**src/serial_slave_pkg.sv**
```systemverilog
// constants for the serial slave message framer
package serial_slave_pkg;
  localparam logic [7:0]  BCAST_ADDR   = 8'h00;
  localparam logic [7:0]  ADDR_MAX     = 8'hF7;
  localparam logic [7:0]  FN_MIN       = 8'h01;
  localparam logic [7:0]  FN_BIT_MAX   = 8'h02;  // codes up to this one read single bits
  localparam logic [7:0]  FN_MAX       = 8'h04;
  localparam logic [7:0]  EXC_FLAG     = 8'h80;
  localparam logic [7:0]  EXC_BAD_FN   = 8'h01;
  localparam logic [7:0]  EXC_BAD_VAL  = 8'h03;
  localparam logic [15:0] MAX_REGS     = 16'h007D;
  localparam logic [15:0] MAX_BITS     = 16'h07D0;
  localparam logic [7:0]  CHR_START    = 8'h3A;
  localparam logic [7:0]  CHR_CR       = 8'h0D;
  localparam logic [7:0]  CHR_LF       = 8'h0A;
  localparam logic [7:0]  ASC_ZERO     = 8'h30;
  localparam logic [7:0]  ASC_NINE     = 8'h39;
  localparam logic [7:0]  ASC_UA       = 8'h41;
  localparam logic [7:0]  ASC_UF       = 8'h46;
  localparam logic [7:0]  ASC_A_OFS    = 8'h37;
  localparam logic [15:0] CRC_INIT     = 16'hFFFF;
  localparam logic [15:0] CRC_POLY     = 16'hA001;
  localparam logic [7:0]  MIN_LEN_BIN  = 8'h04;
  localparam logic [7:0]  MIN_LEN_CHR  = 8'h03;
  localparam logic [7:0]  READ_LEN_BIN = 8'h08;
  localparam logic [7:0]  READ_LEN_CHR = 8'h07;
  localparam logic [7:0]  LEN_MAX      = 8'hFF;
  localparam logic [7:0]  REPLY_HDR    = 8'h03;
  localparam int          BITS_PER_CHAR  = 11;
  localparam int          GAP_HALF_CHARS = 7;   // 3.5 character times
  localparam logic [23:0] GAP_FACTOR   = 24'(BITS_PER_CHAR * GAP_HALF_CHARS);
endpackage

```
**src/serial_slave_framer.sv**
```systemverilog
// slave-side query framer, dispatcher and reply builder for binary and character modes
//Contract
//- binary mode frames are bounded by at least 3.5 character times of silence
//- binary mode carries raw bytes protected by a cyclic check field
//- character mode uses start and end characters and a longitudinal check
//- only the configured mode is decoded; other framing never yields a valid query
//- the slave transmits only in answer to a received query
//- address zero is broadcast: acted on, never answered
//- normal reply echoes address and function, then byte count, data, check
//- only own address within one to 247 is answered
//- read functions one to four are decoded
//- frames with check or reception errors are dropped without reply
//- unserviceable valid queries get an exception reply
`timescale 1ns/1ns
module serial_slave_framer (
  input  wire logic        clk,
  input  wire logic        sys_rst,
  input  wire logic        ascii_mode,
  input  wire logic [7:0]  own_addr,
  input  wire logic [15:0] bit_cycles,
  input  wire logic [7:0]  rx_data,
  input  wire logic        rx_valid,
  input  wire logic        rx_err,
  output logic      [7:0]  tx_data,
  output logic             tx_valid,
  input  wire logic        tx_ready,
  output logic             q_valid,
  output logic             q_bcast,
  output logic      [7:0]  q_func,
  output logic      [15:0] q_start,
  output logic      [15:0] q_count,
  input  wire logic [7:0]  data_byte,
  input  wire logic        data_valid,
  output logic             data_ready,
  output logic             rx_drop,
  output logic             tx_busy
);
  typedef enum logic [2:0] {T_IDLE, T_COLON, T_LOAD, T_SEND, T_CR, T_LF, T_GAP} tx_state_t;

  function automatic logic [15:0] crc_upd(input logic [15:0] c, input logic [7:0] b);
    logic [15:0] v;
    v = c ^ {8'h00, b};
    for (int i = 0; i < 8; i++) begin
      v = v[0] ? ((v >> 1) ^ serial_slave_pkg::CRC_POLY) : (v >> 1);
    end
    return v;
  endfunction

  function automatic logic [7:0] hex_chr(input logic [3:0] n);
    return (n < 4'hA) ? serial_slave_pkg::ASC_ZERO + {4'h0, n} : serial_slave_pkg::ASC_A_OFS + {4'h0, n};
  endfunction

  tx_state_t   tx_st_reg;
  logic        in_frame_reg, cr_seen_reg, err_reg, anib_reg, tnib_reg, exc_reg;
  logic [3:0]  nib_reg;
  logic [7:0]  idx_reg, addr_reg, fn_reg, lrc_reg;
  logic [15:0] crc_reg, start_reg, cnt_reg, tcrc_reg;
  logic [23:0] quiet_reg;
  logic [7:0]  taddr_reg, tfn_reg, tb2_reg, body_len_reg, pos_reg, cur_reg, tlrc_reg;

  // silence threshold from the bit period; 3.5 chars of 11 bits each
  wire [23:0] gap_cycles = 24'((24'(bit_cycles) * serial_slave_pkg::GAP_FACTOR) >> 1);
  wire        quiet_done = quiet_reg >= gap_cycles;

  // receive decode: bytes are ignored while a reply is in progress (half duplex)
  wire       rx_take = rx_valid && (tx_st_reg == T_IDLE);
  wire       is_dig  = rx_data >= serial_slave_pkg::ASC_ZERO && rx_data <= serial_slave_pkg::ASC_NINE;
  wire       is_let  = rx_data >= serial_slave_pkg::ASC_UA && rx_data <= serial_slave_pkg::ASC_UF;
  wire       hex_ok  = is_dig || is_let;
  wire [7:0] let_val = rx_data - serial_slave_pkg::ASC_A_OFS;
  wire [3:0] hex_nib = is_dig ? rx_data[3:0] : let_val[3:0];
  wire a_start = ascii_mode && rx_take && rx_data == serial_slave_pkg::CHR_START;
  wire a_char  = ascii_mode && rx_take && in_frame_reg && !a_start;
  wire a_cr    = a_char && rx_data == serial_slave_pkg::CHR_CR;
  wire a_end   = a_char && cr_seen_reg && rx_data == serial_slave_pkg::CHR_LF;
  wire a_nib   = a_char && !cr_seen_reg && !a_cr;
  wire a_bad   = (a_nib && !hex_ok) || (a_char && cr_seen_reg && !a_end);
  wire b_take  = !ascii_mode && rx_take;
  wire b_end   = !ascii_mode && in_frame_reg && !rx_take && quiet_done;
  wire start   = a_start || (b_take && !in_frame_reg);
  wire frame_end = a_end || b_end;
  wire lb_valid  = b_take || (a_nib && hex_ok && anib_reg);
  wire [7:0] lb_data = ascii_mode ? {nib_reg, hex_nib} : rx_data;

  // a new start wipes any partial frame, so a restarted ':' resynchronises
  wire [7:0]  idx_base = start ? 8'h00 : idx_reg;
  wire [15:0] crc_base = start ? serial_slave_pkg::CRC_INIT : crc_reg;
  wire [7:0]  lrc_base = start ? 8'h00 : lrc_reg;
  wire        err_now  = (rx_take && rx_err && (in_frame_reg || start)) || a_bad ||
                         (lb_valid && idx_base == serial_slave_pkg::LEN_MAX);

  // frame acceptance
  wire chk_ok   = ascii_mode ? (lrc_reg == 8'h00 && !anib_reg) : (crc_reg == 16'h0000);
  wire len_ok   = idx_reg >= (ascii_mode ? serial_slave_pkg::MIN_LEN_CHR : serial_slave_pkg::MIN_LEN_BIN);
  wire frame_ok = frame_end && !err_reg && !err_now && chk_ok && len_ok;
  wire own_ok   = own_addr != serial_slave_pkg::BCAST_ADDR && own_addr <= serial_slave_pkg::ADDR_MAX;
  wire is_bcast = addr_reg == serial_slave_pkg::BCAST_ADDR;
  wire hit      = is_bcast || (own_ok && addr_reg == own_addr);
  wire good     = frame_ok && hit;
  wire fn_ok    = fn_reg >= serial_slave_pkg::FN_MIN && fn_reg <= serial_slave_pkg::FN_MAX;
  wire bit_fn   = fn_reg <= serial_slave_pkg::FN_BIT_MAX;
  wire [15:0] cnt_max = bit_fn ? serial_slave_pkg::MAX_BITS : serial_slave_pkg::MAX_REGS;
  wire full_len = idx_reg >= (ascii_mode ? serial_slave_pkg::READ_LEN_CHR : serial_slave_pkg::READ_LEN_BIN);
  wire val_ok   = cnt_reg != 16'h0000 && cnt_reg <= cnt_max && full_len;
  wire act      = good && fn_ok && val_ok;
  wire reply_go = good && !is_bcast && tx_st_reg == T_IDLE;
  wire [15:0] bit_bytes = (cnt_reg + 16'h0007) >> 3;
  wire [7:0]  byte_cnt  = bit_fn ? bit_bytes[7:0] : 8'(cnt_reg << 1);

  // receive accumulators and field capture in query order
  always_ff @(posedge clk or posedge sys_rst) begin
    if (sys_rst) begin
      in_frame_reg <= 1'b0;
      cr_seen_reg  <= 1'b0;
      err_reg      <= 1'b0;
      anib_reg     <= 1'b0;
      nib_reg      <= 4'h0;
      idx_reg      <= 8'h00;
      crc_reg      <= serial_slave_pkg::CRC_INIT;
      lrc_reg      <= 8'h00;
      addr_reg     <= 8'h00;
      fn_reg       <= 8'h00;
      start_reg    <= 16'h0000;
      cnt_reg      <= 16'h0000;
    end else begin
      if (start) begin
        in_frame_reg <= 1'b1;
        cr_seen_reg  <= 1'b0;
        anib_reg     <= 1'b0;
      end else if (frame_end) begin
        in_frame_reg <= 1'b0;
      end else if (a_cr) begin
        cr_seen_reg <= 1'b1;
      end else if (a_nib && hex_ok) begin
        anib_reg <= !anib_reg;
        nib_reg  <= hex_nib;
      end
      err_reg <= (start ? 1'b0 : err_reg) || err_now;
      if (start || lb_valid) begin
        idx_reg <= lb_valid ? idx_base + 8'h01 : idx_base;
        crc_reg <= lb_valid ? crc_upd(crc_base, lb_data) : crc_base;
        lrc_reg <= lb_valid ? lrc_base + lb_data : lrc_base;
      end
      if (lb_valid) begin
        case (idx_base)
          8'h00:   addr_reg <= lb_data;
          8'h01:   fn_reg <= lb_data;
          8'h02:   start_reg[15:8] <= lb_data;
          8'h03:   start_reg[7:0] <= lb_data;
          8'h04:   cnt_reg[15:8] <= lb_data;
          8'h05:   cnt_reg[7:0] <= lb_data;
          default: ;
        endcase
      end
    end
  end

  // query hand-off to the application; broadcasts are acted on too
  always_ff @(posedge clk or posedge sys_rst) begin
    if (sys_rst) begin
      q_valid <= 1'b0;
      q_bcast <= 1'b0;
      q_func  <= 8'h00;
      q_start <= 16'h0000;
      q_count <= 16'h0000;
      rx_drop <= 1'b0;
    end else begin
      q_valid <= act;
      rx_drop <= frame_end && !frame_ok;
      if (act) begin
        q_bcast <= is_bcast;
        q_func  <= fn_reg;
        q_start <= start_reg;
        q_count <= cnt_reg;
      end
    end
  end

  // transmit sequencing: body bytes, then check, then trailer or silence
  wire       slot_free = !tx_valid || tx_ready;
  wire       in_body   = pos_reg < body_len_reg;
  wire       need_data = in_body && pos_reg >= serial_slave_pkg::REPLY_HDR && !exc_reg;
  wire [7:0] chk_last  = ascii_mode ? body_len_reg : body_len_reg + 8'h01;
  wire       load_done = pos_reg > chk_last;
  wire       load_ok   = !load_done && (!need_data || data_valid);
  wire [7:0] body_byte = (pos_reg == 8'h00) ? taddr_reg :
                         (pos_reg == 8'h01) ? tfn_reg :
                         (pos_reg == 8'h02) ? tb2_reg : data_byte;
  wire [7:0] lrc_neg   = ~tlrc_reg + 8'h01;
  wire [7:0] chk_byte  = ascii_mode ? lrc_neg :
                         (pos_reg == body_len_reg) ? tcrc_reg[7:0] : tcrc_reg[15:8];
  wire [7:0] load_byte = in_body ? body_byte : chk_byte;
  wire [7:0] send_chr  = !ascii_mode ? cur_reg : hex_chr(tnib_reg ? cur_reg[3:0] : cur_reg[7:4]);
  wire [7:0] tx_chr    = (tx_st_reg == T_COLON) ? serial_slave_pkg::CHR_START :
                         (tx_st_reg == T_CR) ? serial_slave_pkg::CHR_CR :
                         (tx_st_reg == T_LF) ? serial_slave_pkg::CHR_LF : send_chr;
  wire       emit      = tx_st_reg == T_COLON || tx_st_reg == T_SEND || tx_st_reg == T_CR || tx_st_reg == T_LF;
  wire       push      = emit && slot_free;
  assign data_ready = (tx_st_reg == T_LOAD) && need_data;
  assign tx_busy    = tx_st_reg != T_IDLE;

  always_ff @(posedge clk or posedge sys_rst) begin
    if (sys_rst) begin
      tx_st_reg    <= T_IDLE;
      taddr_reg    <= 8'h00;
      tfn_reg      <= 8'h00;
      tb2_reg      <= 8'h00;
      exc_reg      <= 1'b0;
      body_len_reg <= 8'h00;
      pos_reg      <= 8'h00;
      cur_reg      <= 8'h00;
      tnib_reg     <= 1'b0;
      tcrc_reg     <= serial_slave_pkg::CRC_INIT;
      tlrc_reg     <= 8'h00;
    end else begin
      case (tx_st_reg)
        T_IDLE: begin
          if (reply_go) begin
            taddr_reg    <= addr_reg;
            exc_reg      <= !(fn_ok && val_ok);
            tfn_reg      <= (fn_ok && val_ok) ? fn_reg : (fn_reg | serial_slave_pkg::EXC_FLAG);
            tb2_reg      <= !fn_ok ? serial_slave_pkg::EXC_BAD_FN : !val_ok ? serial_slave_pkg::EXC_BAD_VAL : byte_cnt;
            body_len_reg <= (fn_ok && val_ok) ? serial_slave_pkg::REPLY_HDR + byte_cnt : serial_slave_pkg::REPLY_HDR;
            pos_reg      <= 8'h00;
            tnib_reg     <= 1'b0;
            tcrc_reg     <= serial_slave_pkg::CRC_INIT;
            tlrc_reg     <= 8'h00;
            tx_st_reg    <= ascii_mode ? T_COLON : T_LOAD;
          end
        end
        T_COLON: if (push) tx_st_reg <= T_LOAD;
        T_LOAD: begin
          if (load_done) begin
            tx_st_reg <= ascii_mode ? T_CR : T_GAP;
          end else if (load_ok) begin
            cur_reg   <= load_byte;
            pos_reg   <= pos_reg + 8'h01;
            tx_st_reg <= T_SEND;
            if (in_body) begin
              tcrc_reg <= crc_upd(tcrc_reg, load_byte);
              tlrc_reg <= tlrc_reg + load_byte;
            end
          end
        end
        T_SEND: begin
          if (push) begin
            tnib_reg  <= ascii_mode && !tnib_reg;
            tx_st_reg <= (ascii_mode && !tnib_reg) ? T_SEND : T_LOAD;
          end
        end
        T_CR: if (push) tx_st_reg <= T_LF;
        T_LF: if (push) tx_st_reg <= T_IDLE;
        // counted from the last hand-off, so the gap also covers the final char in the serialiser
        T_GAP: if (quiet_done && !tx_valid) tx_st_reg <= T_IDLE;
        default: tx_st_reg <= T_IDLE;
      endcase
    end
  end

  // output holding register and line silence counter
  always_ff @(posedge clk or posedge sys_rst) begin
    if (sys_rst) begin
      tx_valid  <= 1'b0;
      tx_data   <= 8'h00;
      quiet_reg <= 24'h000000;
    end else begin
      if (push) begin
        tx_valid <= 1'b1;
        tx_data  <= tx_chr;
      end else if (tx_ready) begin
        tx_valid <= 1'b0;
      end
      if (rx_valid || push) quiet_reg <= 24'h000000;
      else if (quiet_reg != 24'hFFFFFF) quiet_reg <= quiet_reg + 24'h000001;
    end
  end

  // checks
  property p_bcast_silent;
    @(posedge clk) disable iff (sys_rst) (frame_ok && is_bcast) |=> !tx_busy [*3];
  endproperty
  a_bcast_silent: assert property (p_bcast_silent) else $error("broadcast answered");
  property p_solicited;
    @(posedge clk) disable iff (sys_rst) $rose(tx_busy) |-> $past(good) && !$past(is_bcast);
  endproperty
  a_solicited: assert property (p_solicited) else $error("unsolicited transmit");
  property p_drop;
    @(posedge clk) disable iff (sys_rst) (frame_end && !frame_ok && !tx_busy) |=> !tx_busy && rx_drop;
  endproperty
  a_drop: assert property (p_drop) else $error("bad frame not dropped");
  property p_own_addr;
    @(posedge clk) disable iff (sys_rst) $rose(tx_busy) |-> taddr_reg == own_addr && own_addr >= 8'h01 && own_addr <= 8'hF7;
  endproperty
  a_own_addr: assert property (p_own_addr) else $error("reply to foreign address");
  property p_exception;
    @(posedge clk) disable iff (sys_rst) (reply_go && !fn_ok) |=> exc_reg && tfn_reg[7] && tb2_reg == 8'h01;
  endproperty
  a_exception: assert property (p_exception) else $error("no exception for bad function");
  property p_read_fn;
    @(posedge clk) disable iff (sys_rst) q_valid |-> q_func >= 8'h01 && q_func <= 8'h04 && q_count != 16'h0000;
  endproperty
  a_read_fn: assert property (p_read_fn) else $error("unsupported function dispatched");
  property p_gap;
    @(posedge clk) disable iff (sys_rst) (tx_st_reg == T_GAP && !ascii_mode) ##1 !tx_busy |-> $past(quiet_reg) >= gap_cycles;
  endproperty
  a_gap: assert property (p_gap) else $error("reply gap too short");
  property p_char_end;
    @(posedge clk) disable iff (sys_rst) (ascii_mode && frame_end) |-> rx_valid && rx_data == 8'h0A;
  endproperty
  a_char_end: assert property (p_char_end) else $error("character frame ended without terminator");
  property p_start_addr;
    @(posedge clk) disable iff (sys_rst) (push && tx_st_reg == T_SEND && pos_reg == 8'h01 && !ascii_mode)
      |=> tx_data == taddr_reg;
  endproperty
  a_start_addr: assert property (p_start_addr) else $error("reply does not open with address");
  c_normal: cover property (@(posedge clk) disable iff (sys_rst) reply_go && fn_ok && val_ok);
  c_exc: cover property (@(posedge clk) disable iff (sys_rst) reply_go && !fn_ok);
  c_bcast: cover property (@(posedge clk) disable iff (sys_rst) act && is_bcast);
  c_drop: cover property (@(posedge clk) disable iff (sys_rst) rx_drop);
endmodule

```
**config.mk**
```make
export PLATFORM = sky130hd
export DESIGN_NAME = serial_slave_framer
export DESIGN_NICKNAME = d
export VERILOG_FILES = /design/src/serial_slave_pkg.sv /design/src/serial_slave_framer.sv
export SDC_FILE = /design/constraint.sdc
export NUM_CORES = 1
export LEC_CHECK = 0
export ABC_AREA = 1
export BUFFER_PORTS_ARGS = -buffer_cell sky130_fd_sc_hd__buf_2
export CORE_MARGIN = 2
export CORE_UTILIZATION = 30
export CTS_CLUSTER_DIAMETER = 150
export DETAILED_ROUTE_END_ITERATION = 10
export PLACE_DENSITY_LB_ADDON = 0.3
export SKIP_LAST_GASP = 1
export SYNTH_ARGS = -nofsm -noshare
export SYNTH_HDL_FRONTEND = slang
export SYNTH_SLANG_ARGS = --single-unit
```
**constraint.sdc**
```tcl
create_clock -name clk -period 15.7 [get_ports clk]
set_clock_uncertainty 0.05 [all_clocks]
set_input_delay 2.355 -clock clk [delete_from_list [all_inputs] [get_ports clk]]
set_output_delay 2.355 -clock clk [all_outputs]
set_load 0.03 [all_outputs]
```
==> results of run 1 <==
[cells by family after synthesis]
| group | Yosys count | synth area share, % |
|---|---|---|
| buf+inv | 395 | 9.42 |
| simple gates | 836 | 22.4 |
| xor+xnor | 67 | 3.62 |
| fa+ha+maj | 167 | 13.9 |
| compound gates | 402 | 13.7 |
| flops | 241 | 37.0 |
[routing by layer]
| layer | wire [um] | vias up | track usage (%) |
|---|---|---|---|
| li1 | - | 7071 | - |
| met3 | 1630 | 55 | 1.72 |
| met4 | 1080 | 0 | 4.38 |
| met2 | 21600 | 234 | 28.1 |
| met1 | 20100 | 6664 | 20.3 |
| met5 | 0 | - | 0 |
[per-stage QoR]
stage / utilization, % / total power [mW] / instances / setup WS (ns) / hold WS, ns
detailed placement: 32.7 / 1.93 / 2866 / 5.89 / 0.410
global placement: 32.7 / 1.90 / 2866 / 6.14 / 0.412
floorplan: - / 1.68 / 2108 / 6.73 / 0.392
global route: 34.5 / 2.83 / 2919 / 5.69 / 0.449
CTS: 34.5 / 2.63 / 2919 / 6.47 / 0.426
finish: 34.5 / 2.61 / 2919 / 6.48 / 0.423
[critical path, delay by kind of cell]
| family | cells | cell delay [ns] |
|---|---|---|
| and+or+nand+nor | 19 | 3.07 |
| adders and majority gates | 6 | 2.23 |
| AOI/OAI and AO/OA | 6 | 0.99 |
| buffers and inverters | 6 | 0.91 |
[how the worst max path moves through the flow]
stage,end,depth (start not counted),slack [ns],from
finish,tlrc_reg[1]$_DFFE_PP0P_,37,6.48,bit_cycles[5]
global route,tlrc_reg[1]$_DFFE_PP0P_,37,5.69,bit_cycles[5]
CTS,tlrc_reg[1]$_DFFE_PP0P_,37,6.47,bit_cycles[5]
detailed placement,tlrc_reg[1]$_DFFE_PP0P_,37,5.89,bit_cycles[5]
global placement,tlrc_reg[1]$_DFFE_PP0P_,37,6.14,bit_cycles[5]
floorplan,addr_reg[0]$_DFFE_PP0P_,1,6.73,sys_rst
[cell usage after synthesis, types with 6 or more instances]
library cell / instances
sky130_fd_sc_hd__xnor2_1: 20
sky130_fd_sc_hd__o22ai_1: 15
sky130_fd_sc_hd__nand2_1: 439
sky130_fd_sc_hd__o21ai_1: 10
sky130_fd_sc_hd__nand3_1: 96
sky130_fd_sc_hd__buf_2: 18
sky130_fd_sc_hd__nor3_1: 38
sky130_fd_sc_hd__inv_2: 12
sky130_fd_sc_hd__o21ai_0: 212
sky130_fd_sc_hd__a21oi_1: 95
sky130_fd_sc_hd__nand2_2: 17
sky130_fd_sc_hd__nand4_1: 26
sky130_fd_sc_hd__nor2_2: 7
sky130_fd_sc_hd__o31ai_1: 9
sky130_fd_sc_hd__dfstp_2: 32
sky130_fd_sc_hd__nor2_1: 160
sky130_fd_sc_hd__o211ai_1: 11
sky130_fd_sc_hd__o21a_1: 6
sky130_fd_sc_hd__xor2_1: 46
sky130_fd_sc_hd__dfrtp_1: 209
sky130_fd_sc_hd__ha_1: 141
sky130_fd_sc_hd__clkbuf_1: 22
sky130_fd_sc_hd__nand3b_1: 11
sky130_fd_sc_hd__nor4_1: 14
sky130_fd_sc_hd__nand3_2: 8
sky130_fd_sc_hd__inv_1: 335
sky130_fd_sc_hd__a31oi_1: 9
sky130_fd_sc_hd__fa_1: 26
[power groups by stage]
stage	Clock, mW	Sequential [mW]	Combinational [mW]
after CTS	0.707	0.827	1.10
after global placement	0	0.834	1.06
after detailed placement	0	0.837	1.09
after floorplan	0	0.835	0.842
after global routing	0.729	0.842	1.26
final	0.686	0.828	1.09
[placed cells by master (no fill, tap or decap), drive strengths merged, types with 2 or more instances in the layout]
cell      instances
nand2           461
inv             348
o21ai           224
dfrtp           209
nor2            169
ha              141
buf             109
nand3           105
a21oi            95
xor2             47
nor3             40
clkbuf           35
dfstp            32
nand4            26
fa               26
xnor2            20
o22ai            15
nor4             14
o211ai           12
nand3b           11
clkinv           11
o31ai             9
a31oi             9
o21a              6
a22oi             6
or2               5
o21bai            4
clkinvlp          4
a211oi            3
a32oi             3
nor3b             3
bufinv            3
a2111oi           2
a21boi            2
o211a             2
a2bb2oi           2
[final cells by class]
cell class / count / area share (%)
Multi-Input combinational cell: 1472 / 47.3
Sequential cell: 241 / 32.6
Inverter: 348 / 7.08
Tap cell: 696 / 4.68
Clock buffer: 35 / 4.23
Timing Repair Buffer: 109 / 3.05
Clock inverter: 18 / 1.00
==> flow_summary.rst, run 1 <==
.. list-table::
   :header-rows: 1

   * - Metric
     - Value
   * - # H-tree levels
     - 1
   * - Number of enable flip-flop cells after synthesis
     - 0
   * - Largest fanout on the critical path
     - 34
   * - Wire length of the first global-routing pass
     - 73.1 mm
   * - Number of flip-flops and latches in the synthesized netlist
     - 241
   * - Placed standard-cell area
     - 17600 sq um
   * - Number of top-level pins
     - 101
   * - Combinational group share of total power
     - 42.0%
   * - Cell type with the highest occurrence count on the critical path
     - sky130_fd_sc_hd__nand2_1
   * - Remaining number of nets flagged by the antenna check after routing
     - 0
   * - Number of I/O port buffers
     - 100
   * - Setup violation total in the final timing report
     - 0
   * - Leading post-synthesis cells by cell area
     - sky130_fd_sc_hd__dfrtp_1, sky130_fd_sc_hd__ha_1, sky130_fd_sc_hd__nand2_1
   * - Ys flop type
     - sky130_fd_sc_hd__dfrtp_1
   * - Maximum resistive drop on vdd
     - 82.1 uV
   * - Post-layout net count
     - 2415
   * - Data required, critical path
     - 16.08 ns
   * - Cell type with the largest total area after synthesis
     - sky130_fd_sc_hd__dfrtp_1
   * - End of the worst hold path
     - q_start[4]$_DFFE_PP0P_
   * - DRC violation total after the first TritonRoute iteration
     - 930
   * - Fmax
     - 109 MHz
   * - Startpoint of the lowest-slack register-to-register path
     - fn_reg[0]$_DFFE_PP0P_
   * - Worst hold path depth
     - 2
   * - Number of instances in the synthesized netlist
     - 2108
   * - Number of vias per cell after detailed routing
     - 4.80
   * - Post-synthesis sequential area ratio
     - 37.0%
   * - Slew of the pin with the lowest slew margin
     - 1.12 ns
   * - Maximum clock insertion buffer count
     - 3
   * - Number of buffers inserted by post-CTS setup repair
     - 0
   * - Area share of the leading cell type in the synthesized netlist
     - 31.8%
   * - Cell with the largest stage delay on the worst path
     - sky130_fd_sc_hd__nor2_2
   * - Switching share of power
     - 40.9%
   * - Reported max-cap violation count
     - 0
   * - Areal power density over the cells
     - 140 nW/um^2
   * - Outcome
     - finished, final reports clean
   * - Router iterations before antenna repair
     - 5
   * - Sink count of the clock tree
     - 241
   * - Ys Warns
     - 0
   * - Type of element capturing the critical path
     - flop
   * - Hold-fix buffers at CTS
     - 0
   * - Internal reg-to-reg setup slack
     - 10.71 ns
   * - Clock tree from TritonCTS
     - built
   * - Flip-flop count of the largest register, all copies and words added
     - 24
   * - Number of diodes
     - 0
   * - Clock input transition at the sequential cells of the worst setup and hold paths
     - 0.06 ns
   * - Routed wire per std cell
     - 15.2 um
   * - Switch Pwr
     - 1.07 mW
   * - Final standard cell area without fillers
     - 18600 sq um
   * - Sequential standard cell area
     - 6070 sq um
   * - Die Footprint
     - 56600 sq um
   * - DRC viols
     - 0
   * - Initial antenna violation count
     - 0
   * - CP max stage delay
     - 0.65 ns
   * - Clock period minus final worst setup slack
     - 9.22 ns
   * - Initial Util
     - 30.5%
   * - Core Area
     - 53900 sq um
   * - Relative contribution of sequential cells to total power
     - 31.7%
   * - Launch instance of the worst min-delay path
     - q_start[4]$_DFFE_PP0P_
   * - Number of nets in the synthesized netlist
     - 2322
   * - Crit Reg-Reg Endpoint
     - q_start[14]$_DFFE_PP0P_
   * - Final HPWL DP
     - 33.6 mm
   * - Final max-slew violation count
     - 0
   * - Static Leakage
     - 9.54 nW
   * - Global-route congestion overflow total
     - 0
   * - Clock latency of the later-clocked register in the worst-skew pair
     - 0.56 ns
   * - Layout overhead on the synthesized area
     - 13.3%
   * - Number of gates given a new drive strength after cts
     - 0
   * - Hold Vio Cnt, Final
     - 0
   * - Mean cell area of the mapped netlist
     - 7.79 sq um
   * - Clock share of power
     - 26.3%
   * - Aggregate global-route resource usage
     - 15.8%
   * - Final worst path period share
     - 58.7%
   * - CP Class
     - in -> reg
   * - CTS root buf
     - sky130_fd_sc_hd__clkbuf_16
   * - Largest net degree at the start of global routing
     - 130
   * - Count of fill cells added during filler insertion
     - 5608
   * - Depth of the most critical reg-to-reg path
     - 18
   * - Max-Slew Margin vs Limit
     - 24.5%
   * - Critical path data arrival time
     - 9.60 ns
   * - Post-synthesis async set-or-reset flop share
     - 100%
   * - Width of the chip
     - 238 um
   * - Accumulated negative setup slack
     - 0 ns
   * - CTS Buf Count
     - 29
   * - Proportion of layout cells with a drive suffix above 1
     - 11.9%
   * - Internal portion of total power
     - 1.54 mW
   * - Hold WC Path Type
     - reg -> reg
   * - Row cnt
     - 85
   * - Gpl congestion
     - 0.850
   * - Unrepaired setup endpoints after global routing
     - false
   * - Combined area of the multi-input logic cells
     - 8810 sq um
   * - Critical path startpoint category
     - input port
   * - Final routed wirelength across all metal layers
     - 44.4 mm
   * - Count of distinct cell types in the synthesized netlist
     - 63
   * - Number of global-route vias before repair
     - 13900
   * - Synthesized area
     - 16400 sq um
   * - Number of vias in the routed layout
     - 14000
   * - Floorplan die height
     - 238 um
Power figures use the tool's default switching activity.
==> run 2, diff against run 1 <==
Clock period 15.7 ns to 8.75 ns, I/O delays scaled along.
==> flow_summary.rst, run 2 (synthesis results as in run 1) <==
.. list-table::
   :header-rows: 1

   * - Metric
     - Value
   * - Critical path startpoint category
     - input port (unchanged)
   * - Final max-slew violation count
     - 0 (unchanged)
   * - Met3 wire length
     - 1.69 mm (was 1.63 mm)
   * - Unrepaired setup endpoints after global routing
     - false (unchanged)
   * - Accumulated negative setup slack
     - 0 ns (unchanged)
   * - Flip-flop count of the largest register, all copies and words added
     - 24 (unchanged)
   * - Commonest cells after routing, fill and taps aside
     - sky130_fd_sc_hd__nand2_1, sky130_fd_sc_hd__inv_1, sky130_fd_sc_hd__o21ai_0 (unchanged)
   * - Cell with the largest stage delay on the worst path
     - sky130_fd_sc_hd__fa_1 (was sky130_fd_sc_hd__nor2_2)
   * - Final worst path period share
     - 84.5%
   * - Floorplan die height
     - 238 um (unchanged)
   * - Combinational group share of total power
     - 42.3% (was 42.0%)
   * - Switch Pwr
     - 1.90 mW (was 1.07 mW)
   * - Initial Util
     - 30.5% (unchanged)
   * - Wire length of the first global-routing pass
     - 73.2 mm (was 73.1 mm)
   * - Clock share of power
     - 25.7% (was 26.3%)
   * - Number of gates given a new drive strength after cts
     - 0 (unchanged)
   * - Most common cell after layout, fill and taps aside
     - sky130_fd_sc_hd__nand2_1 (unchanged)
   * - Fmax
     - 135 MHz
   * - Count of fill cells added during filler insertion
     - 5624 (was 5608)
   * - Global-route congestion overflow total
     - 0 (unchanged)
   * - Fin Hold WS
     - 0.426 ns (was 0.423 ns)
   * - Worst hold path depth
     - 2 (unchanged)
   * - Largest fanout on the critical path
     - 15 (was 34)
   * - Maximum resistive drop on vdd
     - 149 uV (was 82.1 uV)
   * - Width of the chip
     - 238 um (unchanged)
   * - Number of vias per cell after detailed routing
     - 4.80 (about the same)
   * - Router iterations before antenna repair
     - 7 (was 5)
   * - # H-tree levels
     - 1 (unchanged)
   * - Clock period minus final worst setup slack
     - 7.39 ns
   * - Uppermost metal layer occupied by signal nets
     - met4 (unchanged)
   * - Hold WC Path Type
     - reg -> reg (unchanged)
   * - Gpl congestion
     - 0.859 (was 0.850)
   * - Final HPWL DP
     - 33.7 mm (was 33.6 mm)
   * - CTS root buf
     - sky130_fd_sc_hd__clkbuf_16 (unchanged)
   * - Hold Vio Cnt, Final
     - 0 (unchanged)
   * - Type of element capturing the critical path
     - flop (unchanged)
   * - CP max stage delay
     - 0.54 ns (was 0.65 ns)
   * - Largest net degree at the start of global routing
     - 124 (was 130)
   * - Die Footprint
     - 56600 sq um (unchanged)
   * - Clock latency of the later-clocked register in the worst-skew pair
     - 0.58 ns (was 0.56 ns)
   * - Number of diodes
     - 0 (unchanged)
   * - Depth of the most critical reg-to-reg path
     - 18 (unchanged)
   * - Setup violation total in the final timing report
     - 0 (unchanged)
   * - Initial antenna violation count
     - 0 (unchanged)
   * - Remaining number of nets flagged by the antenna check after routing
     - 0 (unchanged)
   * - Aggregate global-route resource usage
     - 15.9% (was 15.8%)
   * - Layout overhead on the synthesized area
     - 13.3% (about the same)
   * - Proportion of layout cells with a drive suffix above 1
     - 11.6% (was 11.9%)
   * - Maximum clock insertion buffer count
     - 3 (unchanged)
   * - Outcome
     - finished, final reports clean (unchanged)
   * - Clock tree from TritonCTS
     - built (unchanged)
   * - Critical path data arrival time
     - 7.83 ns (was 9.60 ns)
   * - Static Leakage
     - 9.54 nW (about the same)
   * - Relative contribution of sequential cells to total power
     - 32.0% (was 31.7%)
   * - Reported max-cap violation count
     - 0 (unchanged)
   * - CP Class
     - in -> reg (unchanged)
   * - Number of vias in the routed layout
     - 14000 (about the same)
   * - Row cnt
     - 85 (unchanged)
   * - Cell type with the highest occurrence count on the critical path
     - sky130_fd_sc_hd__nand2_1 (unchanged)
   * - Switching share of power
     - 41.0% (was 40.9%)
   * - Hold-fix buffers at CTS
     - 0 (unchanged)
   * - Routed wire per std cell
     - 15.2 um (about the same)
   * - Number of top-level pins
     - 101 (unchanged)
   * - CTS Buf Count
     - 30 (was 29)
   * - Post-layout net count
     - 2420 (was 2415)
   * - Areal power density over the cells
     - 250 nW/um^2 (was 140 nW/um^2)
   * - Clock input transition at the sequential cells of the worst setup and hold paths
     - 0.05 ns (was 0.06 ns)
   * - Core Area
     - 53900 sq um (unchanged)
   * - Final routed wirelength across all metal layers
     - 44.6 mm (was 44.4 mm)
   * - Slew of the pin with the lowest slew margin
     - 1.09 ns (was 1.12 ns)
   * - Max-Slew Margin vs Limit
     - 26.6% (was 24.5%)
   * - Met2 layer wire length in the routed design
     - 21.2 mm (was 21.6 mm)
   * - Sink count of the clock tree
     - 241 (unchanged)
   * - Number of global-route vias before repair
     - 14100 (was 13900)
   * - DRC violation total after the first TritonRoute iteration
     - 901 (was 930)
   * - DRC viols
     - 0 (unchanged)
   * - Data required, critical path
     - 9.19 ns (was 16.08 ns)
   * - Internal portion of total power
     - 2.74 mW (was 1.54 mW)
   * - Number of I/O port buffers
     - 100 (unchanged)
   * - Number of buffers inserted by post-CTS setup repair
     - 0 (unchanged)
   * - Detailed-routing wirelength on met1
     - 20.2 mm (was 20.1 mm)
-- run 2: changes by cell type in the layout (fill, tap and decap cells not counted), sizes merged --
cell,before,now
buf,109,113
bufinv,3,1
clkbuf,35,49
clkinv,11,5
clkinvlp,4,1
-- run 2: critical path: cells and delay by family --
| family | cells | cell delay (ns) |
|---|---|---|
| fa+ha+maj | 6 | 2.24 |
| simple gates | 19 | 2.70 |
| buf+inv | 5 | 0.59 |
| compound gates | 6 | 0.96 |
-- run 2: cell type report --
| type | count | area [sq um] | share of cell area [%] |
|---|---|---|---|
| clock buffers | 49 | 873 | 4.69 |
| inverters | 348 | 1320 | 7.09 |
| repair buffers | 113 | 598 | 3.21 |
| flip-flops and latches | 241 | 6070 | 32.6 |
| well taps | 696 | 871 | 4.68 |
| multi-input cells | 1472 | 8810 | 47.4 |
| clock inverters | 7 | 62.6 | 0.336 |
-- run 2: power groups by stage --
stage | clock network [mW] | registers [mW] | logic, mW
4_1_cts | 1.22 | 1.49 | 1.97
6_report | 1.19 | 1.49 | 1.97
5_1_grt | 1.27 | 1.51 | 2.26
3_3_place_gp | 0 | 1.50 | 1.91
3_5_place_dp | 0 | 1.50 | 1.96
2_1_floorplan | 0 | 1.50 | 1.51
-- run 2: metrics by stage --
| stage | std cells | power (mW) | cell area, sq um | setup slack, ns | utilization (%) |
|---|---|---|---|---|---|
| floorplan | 2108 | 3.01 | 16400 | 0.824 | - |
| global placement | 2870 | 3.40 | 17700 | 1.06 | 32.8 |
| detailed placement | 2870 | 3.46 | 17700 | 0.773 | 32.8 |
| CTS | 2926 | 4.68 | 18600 | 1.34 | 34.5 |
| global route | 2926 | 5.05 | 18600 | 0.565 | 34.5 |
| finish | 2926 | 4.65 | 18600 | 1.36 | 34.5 |
-- run 2: final timing paths --
check / startpoint / endpoint / slack, ns
max in group asynchronous: sys_rst / cur_reg[7]$_DFFE_PP0P_ / 6.35
max: bit_cycles[5] / body_len_reg[2]$_DFFE_PP0P_ / 1.36
min: q_start[12]$_DFFE_PP0P_ / q_start[12]$_DFFE_PP0P_ / 0.43
min reg2reg: q_start[12]$_DFFE_PP0P_ / q_start[12]$_DFFE_PP0P_ / 0.43
min in group asynchronous: sys_rst / quiet_reg[2]$_DFFE_PP0P_ / 0.84
max reg2reg: fn_reg[0]$_DFFE_PP0P_ / q_start[14]$_DFFE_PP0P_ / 4.30
-- run 2: per-layer routing --
layer  global-route usage (%)  vias up
met4                     5.30        0
li1                         -     7080
met3                     1.86       92
met5                        0        -
met1                     20.4     6583
met2                     27.6      286
